### src/usw_cfg.svh
// constants for the serial word interface: opcodes, bit spots, timing
`ifndef USW_CFG_SVH
`define USW_CFG_SVH

// command codes carried in the top two bits of a word
`define USW_OP_RDATA   2'b00
`define USW_OP_RCFG    2'b01
`define USW_OP_WDATA   2'b10
`define USW_OP_WCFG    2'b11

// word framing
`define USW_WORD_LAST  5'd15
`define USW_WORD_BITS  5'd16
`define USW_OP_KNOWN   5'd1
`define USW_BIT_TEST   0
`define USW_BIT_INHIB  10
`define USW_BIT_RTS    9
`define USW_BIT_PAR    8

// oversampling: sixteen ticks of the rate clock per bit
`define USW_OSR_LAST   4'hf
`define USW_OSR_MID    4'h7
`define USW_IR_PULSE   4'h3

// divide ratio bases: codes 0xxx use 1, codes 1xxx use 3
`define USW_RATIO_EVEN 9'h001
`define USW_RATIO_ODD  9'h003

// configuration after reset: fifo on, running, masks off, 8n1, ratio 1
`define USW_CFG_RESET  14'h0000

// receive shift register length (start, 8 data, parity, stop)
`define USW_RX_LEN     4'hb

`endif

### src/usw_pkg.sv
// types shared by the serial word interface modules
package usw_pkg;

  // configuration as written and read back, bits 13 down to 0
  typedef struct packed {
    logic       fifo_disable;
    logic       shutdown_state;
    logic       send_empty_int_enable;
    logic       data_ready_int_enable;
    logic       parity_high_int_enable;
    logic       activity_int_enable;
    logic       infrared_mode;
    logic       two_end_bits;
    logic       parity_on;
    logic       seven_bit_word;
    logic [3:0] rate_divisor_select;
  } usw_config_type;

  // serial port pins from the host
  typedef struct packed {
    logic cs_n;
    logic sclk;
    logic sdi;
  } usw_spi_in_type;

  // rate generator state
  typedef struct packed {
    logic [1:0] osc_s;
    logic       osc_p;
    logic [8:0] cnt;
    logic       tick;
  } usw_baud_state_type;

endpackage

### src/usw_top.sv
// serial word interface of the asynchronous transceiver, with its engines
`timescale 1ns/1ps
`include "usw_cfg.svh"

// What this block does
// - read-back returns the active configuration on bits 13 to 0
// - bit 15 of every reply shows received data waiting
// - bit 14 of every reply shows transmit buffer empty
// - read-back bit 13 shows fifo disabled
// - read-back bit 12 shows shutdown state
// - bits 11 to 8 are the four interrupt enables
// - infrared mode bit selects pulse timing on the line
// - two_end_bits gives two stop bits, else one
// - parity_on adds a parity slot both ways
// - seven_bit_word gives 7 data bits, else 8
// - read-back with bit 0 set puts an 8x clock (16x tick halved) on rts while selected
// - bit 15 out at select fall, then msb first on sclk fall
// - inhibit set updates rts without queueing a byte, else byte is queued
// - rts request drives rts pin inverted
// - sent parity is send_parity_value; top data bit dropped in 7-bit
// - data replies: bits 13-11 zero, bit 10 activity or framing error
// - bit 9 reports inverted cts pin
// - bit 8 received parity, bits 7-0 received byte, bit 7 zero in 7-bit
// - rate generator divides oscillator to 16x bit rate for both engines
// - codes map to ratios 1..128 and 3..384, default code 0
// - interrupt holds while data waiting and its enable set
// - framing error set on zero stop bit, cleared by good character
// - data words clear interrupt unless its cause persists
module usw_top
(
  input  logic                    clk,
  input  logic                    resetn,
  input  logic                    osc_input,
  input  usw_pkg::usw_spi_in_type spi,
  input  logic                    rx,
  input  logic                    cts_n,
  output logic                    sdo,
  output logic                    tx,
  output logic                    rts_n,
  output logic                    irq_n
);
  import usw_pkg::*;

  typedef struct packed {
    logic [1:0]     cs_s;
    logic [1:0]     sclk_s;
    logic [1:0]     sdi_s;
    logic [1:0]     rx_s;
    logic [1:0]     cts_s;
    logic           cs_p;
    logic           sclk_p;
    logic           rx_p;
    logic [14:0]    sin;
    logic [15:0]    wd;
    logic [4:0]     cnt;
    logic           test;
    usw_config_type cfg;
    usw_config_type pend;
    logic           pend_v;
    logic           rts_req;
    logic           rts_clk;
    logic [7:0]     tbuf;
    logic           tpar;
    logic           tfull;
    logic           tbusy;
    logic [11:0]    tsh;
    logic [3:0]     tbits;
    logic [3:0]     ttick;
    logic           tev;
    logic           rbusy;
    logic [3:0]     rtick;
    logic [3:0]     rbits;
    logic [10:0]    rsh;
    logic [7:0]     rbyte;
    logic           rpar;
    logic           rfull;
    logic           fe;
    logic           act;
    logic           sdo;
    logic           tx;
    logic           rts_n;
    logic           irq_n;
  } usw_state_type;

  usw_state_type  s;
  usw_state_type  next_s;
  usw_config_type wcfg;
  logic           tick;
  logic           cs_low;
  logic           cs_fall;
  logic           sclk_rise;
  logic           sclk_fall;
  logic [15:0]    word;
  logic           exec;
  logic           taken;
  logic           afe;
  logic           tbit;
  logic           rxl;
  logic [3:0]     nd;
  logic [3:0]     tlen;
  logic [3:0]     rlen;
  logic [10:0]    al;
  logic [7:0]     rdata;

  usw_baud u_baud
  (
    .clk                 (clk),
    .resetn              (resetn),
    .osc_input           (osc_input),
    .rate_divisor_select (s.cfg.rate_divisor_select),
    .run                 (~s.cfg.shutdown_state),
    .tick                (tick)
  );

  // whole block state; order of blocks below sets priority
  always_comb
  begin
    next_s = s;
    exec = 1'b0;
    taken = 1'b0;
    wcfg = '0;
    al = '0;
    rdata = '0;
    // pin synchronisers, stage 0 feeds stage 1 only
    next_s.cs_s = {s.cs_s[0], spi.cs_n};
    next_s.sclk_s = {s.sclk_s[0], spi.sclk};
    next_s.sdi_s = {s.sdi_s[0], spi.sdi};
    next_s.rx_s = {s.rx_s[0], rx};
    next_s.cts_s = {s.cts_s[0], cts_n};
    next_s.cs_p = s.cs_s[1];
    next_s.sclk_p = s.sclk_s[1];
    next_s.rx_p = s.rx_s[1];
    cs_low = ~s.cs_s[1];
    cs_fall = s.cs_p & ~s.cs_s[1];
    sclk_rise = cs_low & ~s.sclk_p & s.sclk_s[1];
    sclk_fall = cs_low & s.sclk_p & ~s.sclk_s[1];
    word = {s.sin, s.sdi_s[1]};
    afe = s.cfg.shutdown_state ? s.act : s.fe;
    nd = s.cfg.seven_bit_word ? 4'h7 : 4'h8;
    tlen = 4'h2 + nd + {3'h0, s.cfg.parity_on}
           + {3'h0, s.cfg.two_end_bits};
    rlen = 4'h2 + nd + {3'h0, s.cfg.parity_on};
    rxl = s.cfg.infrared_mode ? ~s.rx_s[1] : s.rx_s[1];

    // pending configuration waits for the transmitter to drain
    if (s.pend_v && !s.tfull && !s.tbusy)
    begin
      next_s.cfg = s.pend;
      next_s.pend_v = 1'b0;
      if (s.pend.shutdown_state != s.cfg.shutdown_state)
      begin
        next_s.act = 1'b0;
        next_s.rfull = 1'b0;
        next_s.fe = 1'b0;
        next_s.rbusy = 1'b0;
        next_s.rbyte = 8'h00;
        next_s.rpar = 1'b0;
        next_s.tpar = 1'b0;
      end
    end

    // transmitter takes the buffered character
    if (s.tfull && !s.tbusy && !s.pend_v && !s.cfg.shutdown_state)
    begin
      next_s.tsh = s.cfg.seven_bit_word ?
        {3'h7, s.tpar | ~s.cfg.parity_on, s.tbuf[6:0], 1'b0} :
        {2'h3, s.tpar | ~s.cfg.parity_on, s.tbuf, 1'b0};
      next_s.tbits = tlen;
      next_s.ttick = 4'h0;
      next_s.tbusy = 1'b1;
      next_s.tfull = 1'b0;
      taken = 1'b1;
    end
    else if (s.tbusy && tick)
    begin
      next_s.ttick = s.ttick + 4'h1;
      if (s.ttick == `USW_OSR_LAST)
      begin
        next_s.tsh = {1'b1, s.tsh[11:1]};
        next_s.tbits = s.tbits - 4'h1;
        next_s.tbusy = (s.tbits != 4'h1);
      end
    end

    // serial word: capture on rise, present on fall
    if (!cs_low)
    begin
      next_s.test = 1'b0;
    end
    if (cs_fall)
    begin
      next_s.cnt = 5'h00;
      next_s.wd = {s.rfull, ~s.tfull, 14'h0000};
      next_s.sdo = s.rfull;
    end
    if (sclk_rise && s.cnt < `USW_WORD_BITS)
    begin
      next_s.sin = word[14:0];
      next_s.cnt = s.cnt + 5'h01;
      if (s.cnt == `USW_OP_KNOWN)
      begin
        unique case (word[1:0])
          `USW_OP_RCFG:  next_s.wd[13:0] = s.cfg;
          `USW_OP_WCFG:  next_s.wd[13:0] = 14'h0000;
          default:
            next_s.wd[13:0] = {3'h0, afe, ~s.cts_s[1], s.rpar,
                               s.rbyte};
        endcase
      end
      exec = (s.cnt == `USW_WORD_LAST);
    end
    if (sclk_fall && s.cnt < `USW_WORD_BITS)
    begin
      next_s.sdo = s.wd[4'hf - s.cnt[3:0]];
    end

    // command acts only once the sixteenth bit is in
    if (exec)
    begin
      unique case (word[15:14])
        `USW_OP_RCFG:
          next_s.test = word[`USW_BIT_TEST];
        `USW_OP_WCFG:
        begin
          wcfg = word[13:0];
          next_s.pend = wcfg;
          next_s.pend_v = 1'b1;
          // masks act at once, the rest after transmission
          next_s.cfg.send_empty_int_enable = wcfg.send_empty_int_enable;
          next_s.cfg.data_ready_int_enable = wcfg.data_ready_int_enable;
          next_s.cfg.parity_high_int_enable = wcfg.parity_high_int_enable;
          next_s.cfg.activity_int_enable = wcfg.activity_int_enable;
          next_s.rfull = 1'b0;
          next_s.fe = 1'b0;
          next_s.act = 1'b0;
          next_s.rbyte = 8'h00;
          next_s.rpar = 1'b0;
          next_s.tpar = 1'b0;
        end
        `USW_OP_WDATA:
        begin
          next_s.rts_req = word[`USW_BIT_RTS];
          next_s.rfull = 1'b0;
          next_s.tev = 1'b0;
          if (!word[`USW_BIT_INHIB])
          begin
            next_s.tbuf = word[7:0];
            next_s.tpar = word[`USW_BIT_PAR];
            next_s.tfull = 1'b1;
          end
        end
        `USW_OP_RDATA:
        begin
          next_s.rfull = 1'b0;
          next_s.tev = 1'b0;
        end
      endcase
    end
    // buffer emptying set wins over the clear above
    next_s.tev = next_s.tev | taken;

    // receiver: start found on a tick, sampled at mid bit
    if (s.cfg.shutdown_state)
    begin
      if (s.rx_s[1] != s.rx_p)
      begin
        next_s.act = 1'b1;
      end
    end
    else if (!s.rbusy)
    begin
      if (tick && !rxl)
      begin
        next_s.rbusy = 1'b1;
        next_s.rtick = 4'h0;
        next_s.rbits = 4'h0;
      end
    end
    else if (tick)
    begin
      next_s.rtick = s.rtick + 4'h1;
      if (s.rtick == `USW_OSR_MID)
      begin
        next_s.rsh = {rxl, s.rsh[10:1]};
        next_s.rbits = s.rbits + 4'h1;
        if (s.rbits == 4'h0 && rxl)
        begin
          next_s.rbusy = 1'b0; // glitch, not a start bit
        end
        else if (s.rbits + 4'h1 == rlen)
        begin
          next_s.rbusy = 1'b0;
          al = next_s.rsh >> (`USW_RX_LEN - rlen);
          rdata = s.cfg.seven_bit_word ? {1'b0, al[7:1]} : al[8:1];
          if (al[rlen - 4'h1])
          begin
            next_s.fe = 1'b0;
            next_s.rbyte = rdata;
            next_s.rpar = s.cfg.parity_on & al[nd + 4'h1];
            next_s.rfull = 1'b1;
          end
          else
          begin
            next_s.fe = 1'b1;
          end
        end
      end
    end

    // pin outputs, all registered
    if (tick)
    begin
      next_s.rts_clk = ~s.rts_clk;
    end
    tbit = s.tbusy ? s.tsh[0] : 1'b1;
    if (s.test && cs_low)
    begin
      next_s.rts_n = s.rts_clk;
      next_s.tx = 1'b0;
    end
    else
    begin
      next_s.rts_n = ~s.rts_req;
      // infrared: short high pulse for each zero, low when idle
      next_s.tx = s.cfg.infrared_mode ?
        (~tbit & s.tbusy & (s.ttick < `USW_IR_PULSE)) : tbit;
    end
    next_s.irq_n = ~((s.cfg.send_empty_int_enable & s.tev)
                   | (s.cfg.data_ready_int_enable & s.rfull)
                   | (s.cfg.parity_high_int_enable & s.rfull & s.rpar)
                   | (s.cfg.activity_int_enable & afe));
  end

  // reset leaves pins idle: tx high, rts high, no interrupt
  always_ff @(posedge clk or negedge resetn)
  begin
    if (!resetn)
    begin
      s <= '0;
      s.cs_s <= 2'h3;
      s.cs_p <= 1'b1;
      // line idles high: avoids a false start bit right after reset
      s.rx_s <= 2'h3;
      s.rx_p <= 1'b1;
      s.cfg <= `USW_CFG_RESET;
      s.pend <= `USW_CFG_RESET;
      s.tx <= 1'b1;
      s.rts_n <= 1'b1;
      s.irq_n <= 1'b1;
    end
    else
    begin
      s <= next_s;
    end
  end

  assign sdo = s.sdo;
  assign tx = s.tx;
  assign rts_n = s.rts_n;
  assign irq_n = s.irq_n;

endmodule

### src/usw_baud.sv
// rate generator: divides the oscillator pin into a 16x bit-rate enable
`timescale 1ns/1ps
module usw_baud
(
  input  logic       clk,
  input  logic       resetn,
  input  logic       osc_input,
  input  logic [3:0] rate_divisor_select,
  input  logic       run,
  output logic       tick
);
  import usw_pkg::*;

  usw_baud_state_type s;
  usw_baud_state_type next_s;
  logic [8:0]         ratio;
  logic               osc_edge;

  // ratio table: base 1 or 3 shifted by the low three code bits
  always_comb
  begin
    next_s = s;
    ratio = (rate_divisor_select[3] ? `USW_RATIO_ODD : `USW_RATIO_EVEN)
            << rate_divisor_select[2:0];
    next_s.osc_s = {s.osc_s[0], osc_input};
    next_s.osc_p = s.osc_s[1];
    osc_edge = s.osc_s[1] & ~s.osc_p;
    next_s.tick = 1'b0;
    // stopped in shutdown so the engines freeze, as the oscillator would
    if (!run)
    begin
      next_s.cnt = 9'h000;
    end
    else if (osc_edge)
    begin
      if (s.cnt >= ratio - 9'h001)
      begin
        next_s.cnt = 9'h000;
        next_s.tick = 1'b1;
      end
      else
      begin
        next_s.cnt = s.cnt + 9'h001;
      end
    end
  end

  always_ff @(posedge clk or negedge resetn)
  begin
    if (!resetn)
    begin
      s <= '0;
    end
    else
    begin
      s <= next_s;
    end
  end

  assign tick = s.tick;

endmodule

### config.mk
export PLATFORM = sky130hd
export DESIGN_NAME = usw_top
export DESIGN_NICKNAME = d
export VERILOG_FILES = /design/src/usw_pkg.sv /design/src/usw_top.sv /design/src/usw_baud.sv
export VERILOG_INCLUDE_DIRS = /design/src
export SDC_FILE = /design/constraint.sdc
export NUM_CORES = 1
export LEC_CHECK = 0
export BUFFER_PORTS_ARGS = -buffer_cell sky130_fd_sc_hd__buf_2
export CAP_MARGIN = 20
export CORE_MARGIN = 3
export CORE_UTILIZATION = 40
export CTS_CLUSTER_SIZE = 12
export DETAILED_ROUTE_END_ITERATION = 10
export PLACE_DENSITY = 0.55
export SLEW_MARGIN = 20
export SYNTH_ARGS = -nofsm -noshare
export SYNTH_HDL_FRONTEND = slang
export SYNTH_SLANG_ARGS = --single-unit
### constraint.sdc
create_clock -name clk -period 3 [get_ports clk]
set_input_delay 0.3 -clock clk [delete_from_list [all_inputs] [get_ports clk]]
set_output_delay 0.3 -clock clk [all_outputs]
set_load 0.02 [all_outputs]
==> flow_summary.json <==
{
  "hp-start": "next_s[146]",
  "cts_buffers": 17,
  "power_density_mw_per_mm2": 551.4,
  "cts_root_buf": "clkbuf_16",
  "finalPower_mw": 4.768,
  "wl_per_cell_um": 16.45,
  "p_int_mw": 3.586,
  "clock_power_share": 0.463,
  "path_cells": "or3_4 -> ha_4 -> mux2_4 -> nand2_2 -> o21ai_1 -> a21oi_1 -> ha_1 -> a21oi_2 -> o221ai_2 -> and2_4 -> or4_1 -> a21oi_1",
  "ys_seq_area_frac": 0.5323,
  "hold_depth": 0,
  "synth_warnings": 0,
  "switching_power_mw": 1.182,
  "reg2regPathDepth": 12,
  "p_comb_frac": 0.047,
  "regArea_sq_mm": 0.004015,
  "worstMarginPinSlew_ns": 0.7198,
  "finalHoldViolations": 0,
  "finalCritPeriodShare": 0.9721,
  "initial_core_util": 0.4129,
  "drc_errors": 0,
  "dp.cells": 950,
  "postSynth.asyncResetShare": 1.000,
  "max_freq_ghz": 0.3429,
  "drtAntennaViolNets": 0,
  "synthDominantCellAreaShare": 0.5009,
  "ys_ff_latch": 160,
  "finClkSkew_ns": 0.006977,
  "leakagePower_nw": 4.114,
  "hold_path.class": "flip-flop to flip-flop",
  "syn_inst": 723,
  "fill_cells": 1699,
  "firstDrtPassIters": 6,
  "fin_setup_tns_ns": 0,
  "core_sq_mm": 0.01827,
  "crit_start": "s[86]",
  "status": "complete, no violations",
  "syn_avg_cell_area_sq_um": 10.43,
  "cp_common_cell": "a21oi_1",
  "layout.nets": 782,
  "rows": 49,
  "grtUsageTotal": 0.1708,
  "arrival_ns": 3.27,
  "multi_input_area_sq_mm": 0.003391,
  "grt_pass1_wl_mm": 27.63,
  "clockBufferDepth": 2,
  "cts_tree": "done",
  "grt_max_degree": 71,
  "slew_headroom": 0.5184,
  "num_vias": 5350,
  "finalCriticalPeriod_ns": 2.916,
  "final_cell_mix": "nand2_1, dfrtp_1, nor2_1, o21ai_0, mux2_2",
  "io_pins": 12,
  "drt_iter0_markers": 348,
  "cp_data_required_time_ns": 3.35,
  "grt_overflow_total": 0,
  "dieArea_sq_mm": 0.02054,
  "antenna_found_initial": 0,
  "diodes": 0,
  "setup_violations": 0,
  "max_stage_delay_ns": 0.50,
  "pre_cts_ws_ns": -0.004055,
  "drt-total-wl_mm": 16.30,
  "ir_worst_vdd_mv": 0.3461,
  "layout.cells.non_filler": 991,
  "yosys-top-cells-area": "dfrtp_1, nand2_1, mux2_2",
  "layout-drive-gt1-share": 0.1732,
  "worstSetupPathType": "flip-flop to flip-flop",
  "finalMaxSlewViolations": 0,
  "synth-main-ff-cell": "dfrtp_1",
  "maxCapViolations": 0,
  "synth_fp_nets": 756,
  "portBuffers": 11,
  "area_growth_pct": 14.63,
  "fp.dieH_um": 143.3,
  "final_common_cell": "nand2_1",
  "hpwl_mm": 11.05,
  "end_kind": "flip-flop",
  "yosysUniqueCellTypes": 57,
  "clkSlewWorstSetupHoldPaths_ns": 0.07,
  "startpoint_type": "flip-flop",
  "drt-vias-per-instance": 5.399,
  "clock_latency_ns": 0.43,
  "place_area_sq_mm": 0.007928,
  "yosysTopAreaCell": "dfrtp_1",
  "fin_ws_ns": 0.08374,
  "die_w_um": 143.3,
  "synth_edf_count": 0,
  "gp_congestion": 0.7690,
  "pwr-share-seq": 0.491,
  "cts_max_level": 4,
  "synth_area_sq_mm": 0.007543,
  "crit_path_top_delay_cell": "or4_1",
  "cp_max_fo": 3,
  "r2r_start": "s[86]",
  "whs_ns": 0.3508,
  "grt_pass1_vias": 5430,
  "clock_sinks": 160,
  "swShare": 0.2479,
  "final_util": 0.4733,
  "design_area_sq_mm": 0.008647
}
==> power groups by stage <==
stage          logic, mW  registers, mW  clock network, mW
2_1_floorplan      0.149           2.34                  0
3_5_place_dp       0.221           2.38                  0
4_1_cts            0.228           2.34               2.26
5_1_grt            0.260           2.36               2.37
3_3_place_gp       0.210           2.37                  0
6_report           0.222           2.34               2.21
==> critical path, delay by kind of cell, from the launching register on <==
kind,cells,cell delay (ns)
and+or+nand+nor,4,1.15
AOI/OAI and AO/OA,5,0.62
adders and majority gates,2,0.44
DFF,1,0.40
muxes,1,0.26
==> path summary, 6_finish.rpt <==
check | slack [ns] | end
worst min-delay path | 0.35 | next_s[137]
worst max register to register | 0.08 | u_baud.s[2]
worst min register to register | 0.35 | next_s[137]
max in group asynchronous | 1.66 | tx
min in group asynchronous | 0.46 | u_baud.s[4]
worst max-delay path | 0.08 | u_baud.s[2]
==> synthesized netlist by cell type (11+ instances only) <==
library cell  instances
a21oi_1              18
a31oi_1              13
clkbuf_1             20
dfrtp_1             151
ha_1                 25
inv_1                19
mux2_2               29
mux2i_1              17
mux4_2               11
nand2_1             179
nand3_1              23
nor2_1               34
o21ai_0              38
xor2_1               11
==> layer usage <==
layer  share of wire  track usage  wire (um)  up-vias
met1            0.47       0.2342       7714     2676
met3           0.031      0.04260        502       25
met5               0            0          0        -
li1                -            -          -     2582
met2            0.48       0.2663       7805       67
met4           0.017      0.06046        276        0
==> flip-flops by register name (all words and copies together) (netlist names), 2 cells and up <==
| register | count |
|---|---|
| u_baud.s | 10 |
| s | 135 |
| next_s | 8 |
| u_baud.next_s | 2 |
==> timing repair <==
action	in CTS	in global routing
setup endpoints to repair	1	5
gates resized for setup	1	11
endpoints found under the hold margin	70	0
hold buffers	7	0
buffers inserted	1	1
pin swaps	0	13
==> cell families after synthesis <==
kind of cell             Yosys count  synth area share
AO/OA/AOI/OAI                    110           0.09371
XOR/XNOR                          20           0.02322
adder cells (fa/ha/maj)           25           0.04147
buffers and inverters             48           0.02521
flip-flops                       160            0.5323
multiplexers                      57           0.09869
AND/OR/NAND/NOR                  303            0.1854
==> layout make-up <==
cell class / count / share of cell area
multi-input cells: 515 / 0.3921
flip-flops and latches: 160 / 0.4643
clock buffers: 17 / 0.04920
repair buffers: 36 / 0.03270
well taps: 229 / 0.03314
clock inverters: 15 / 0.02026
inverters: 19 / 0.008248
Power figures use the tool's default switching activity.
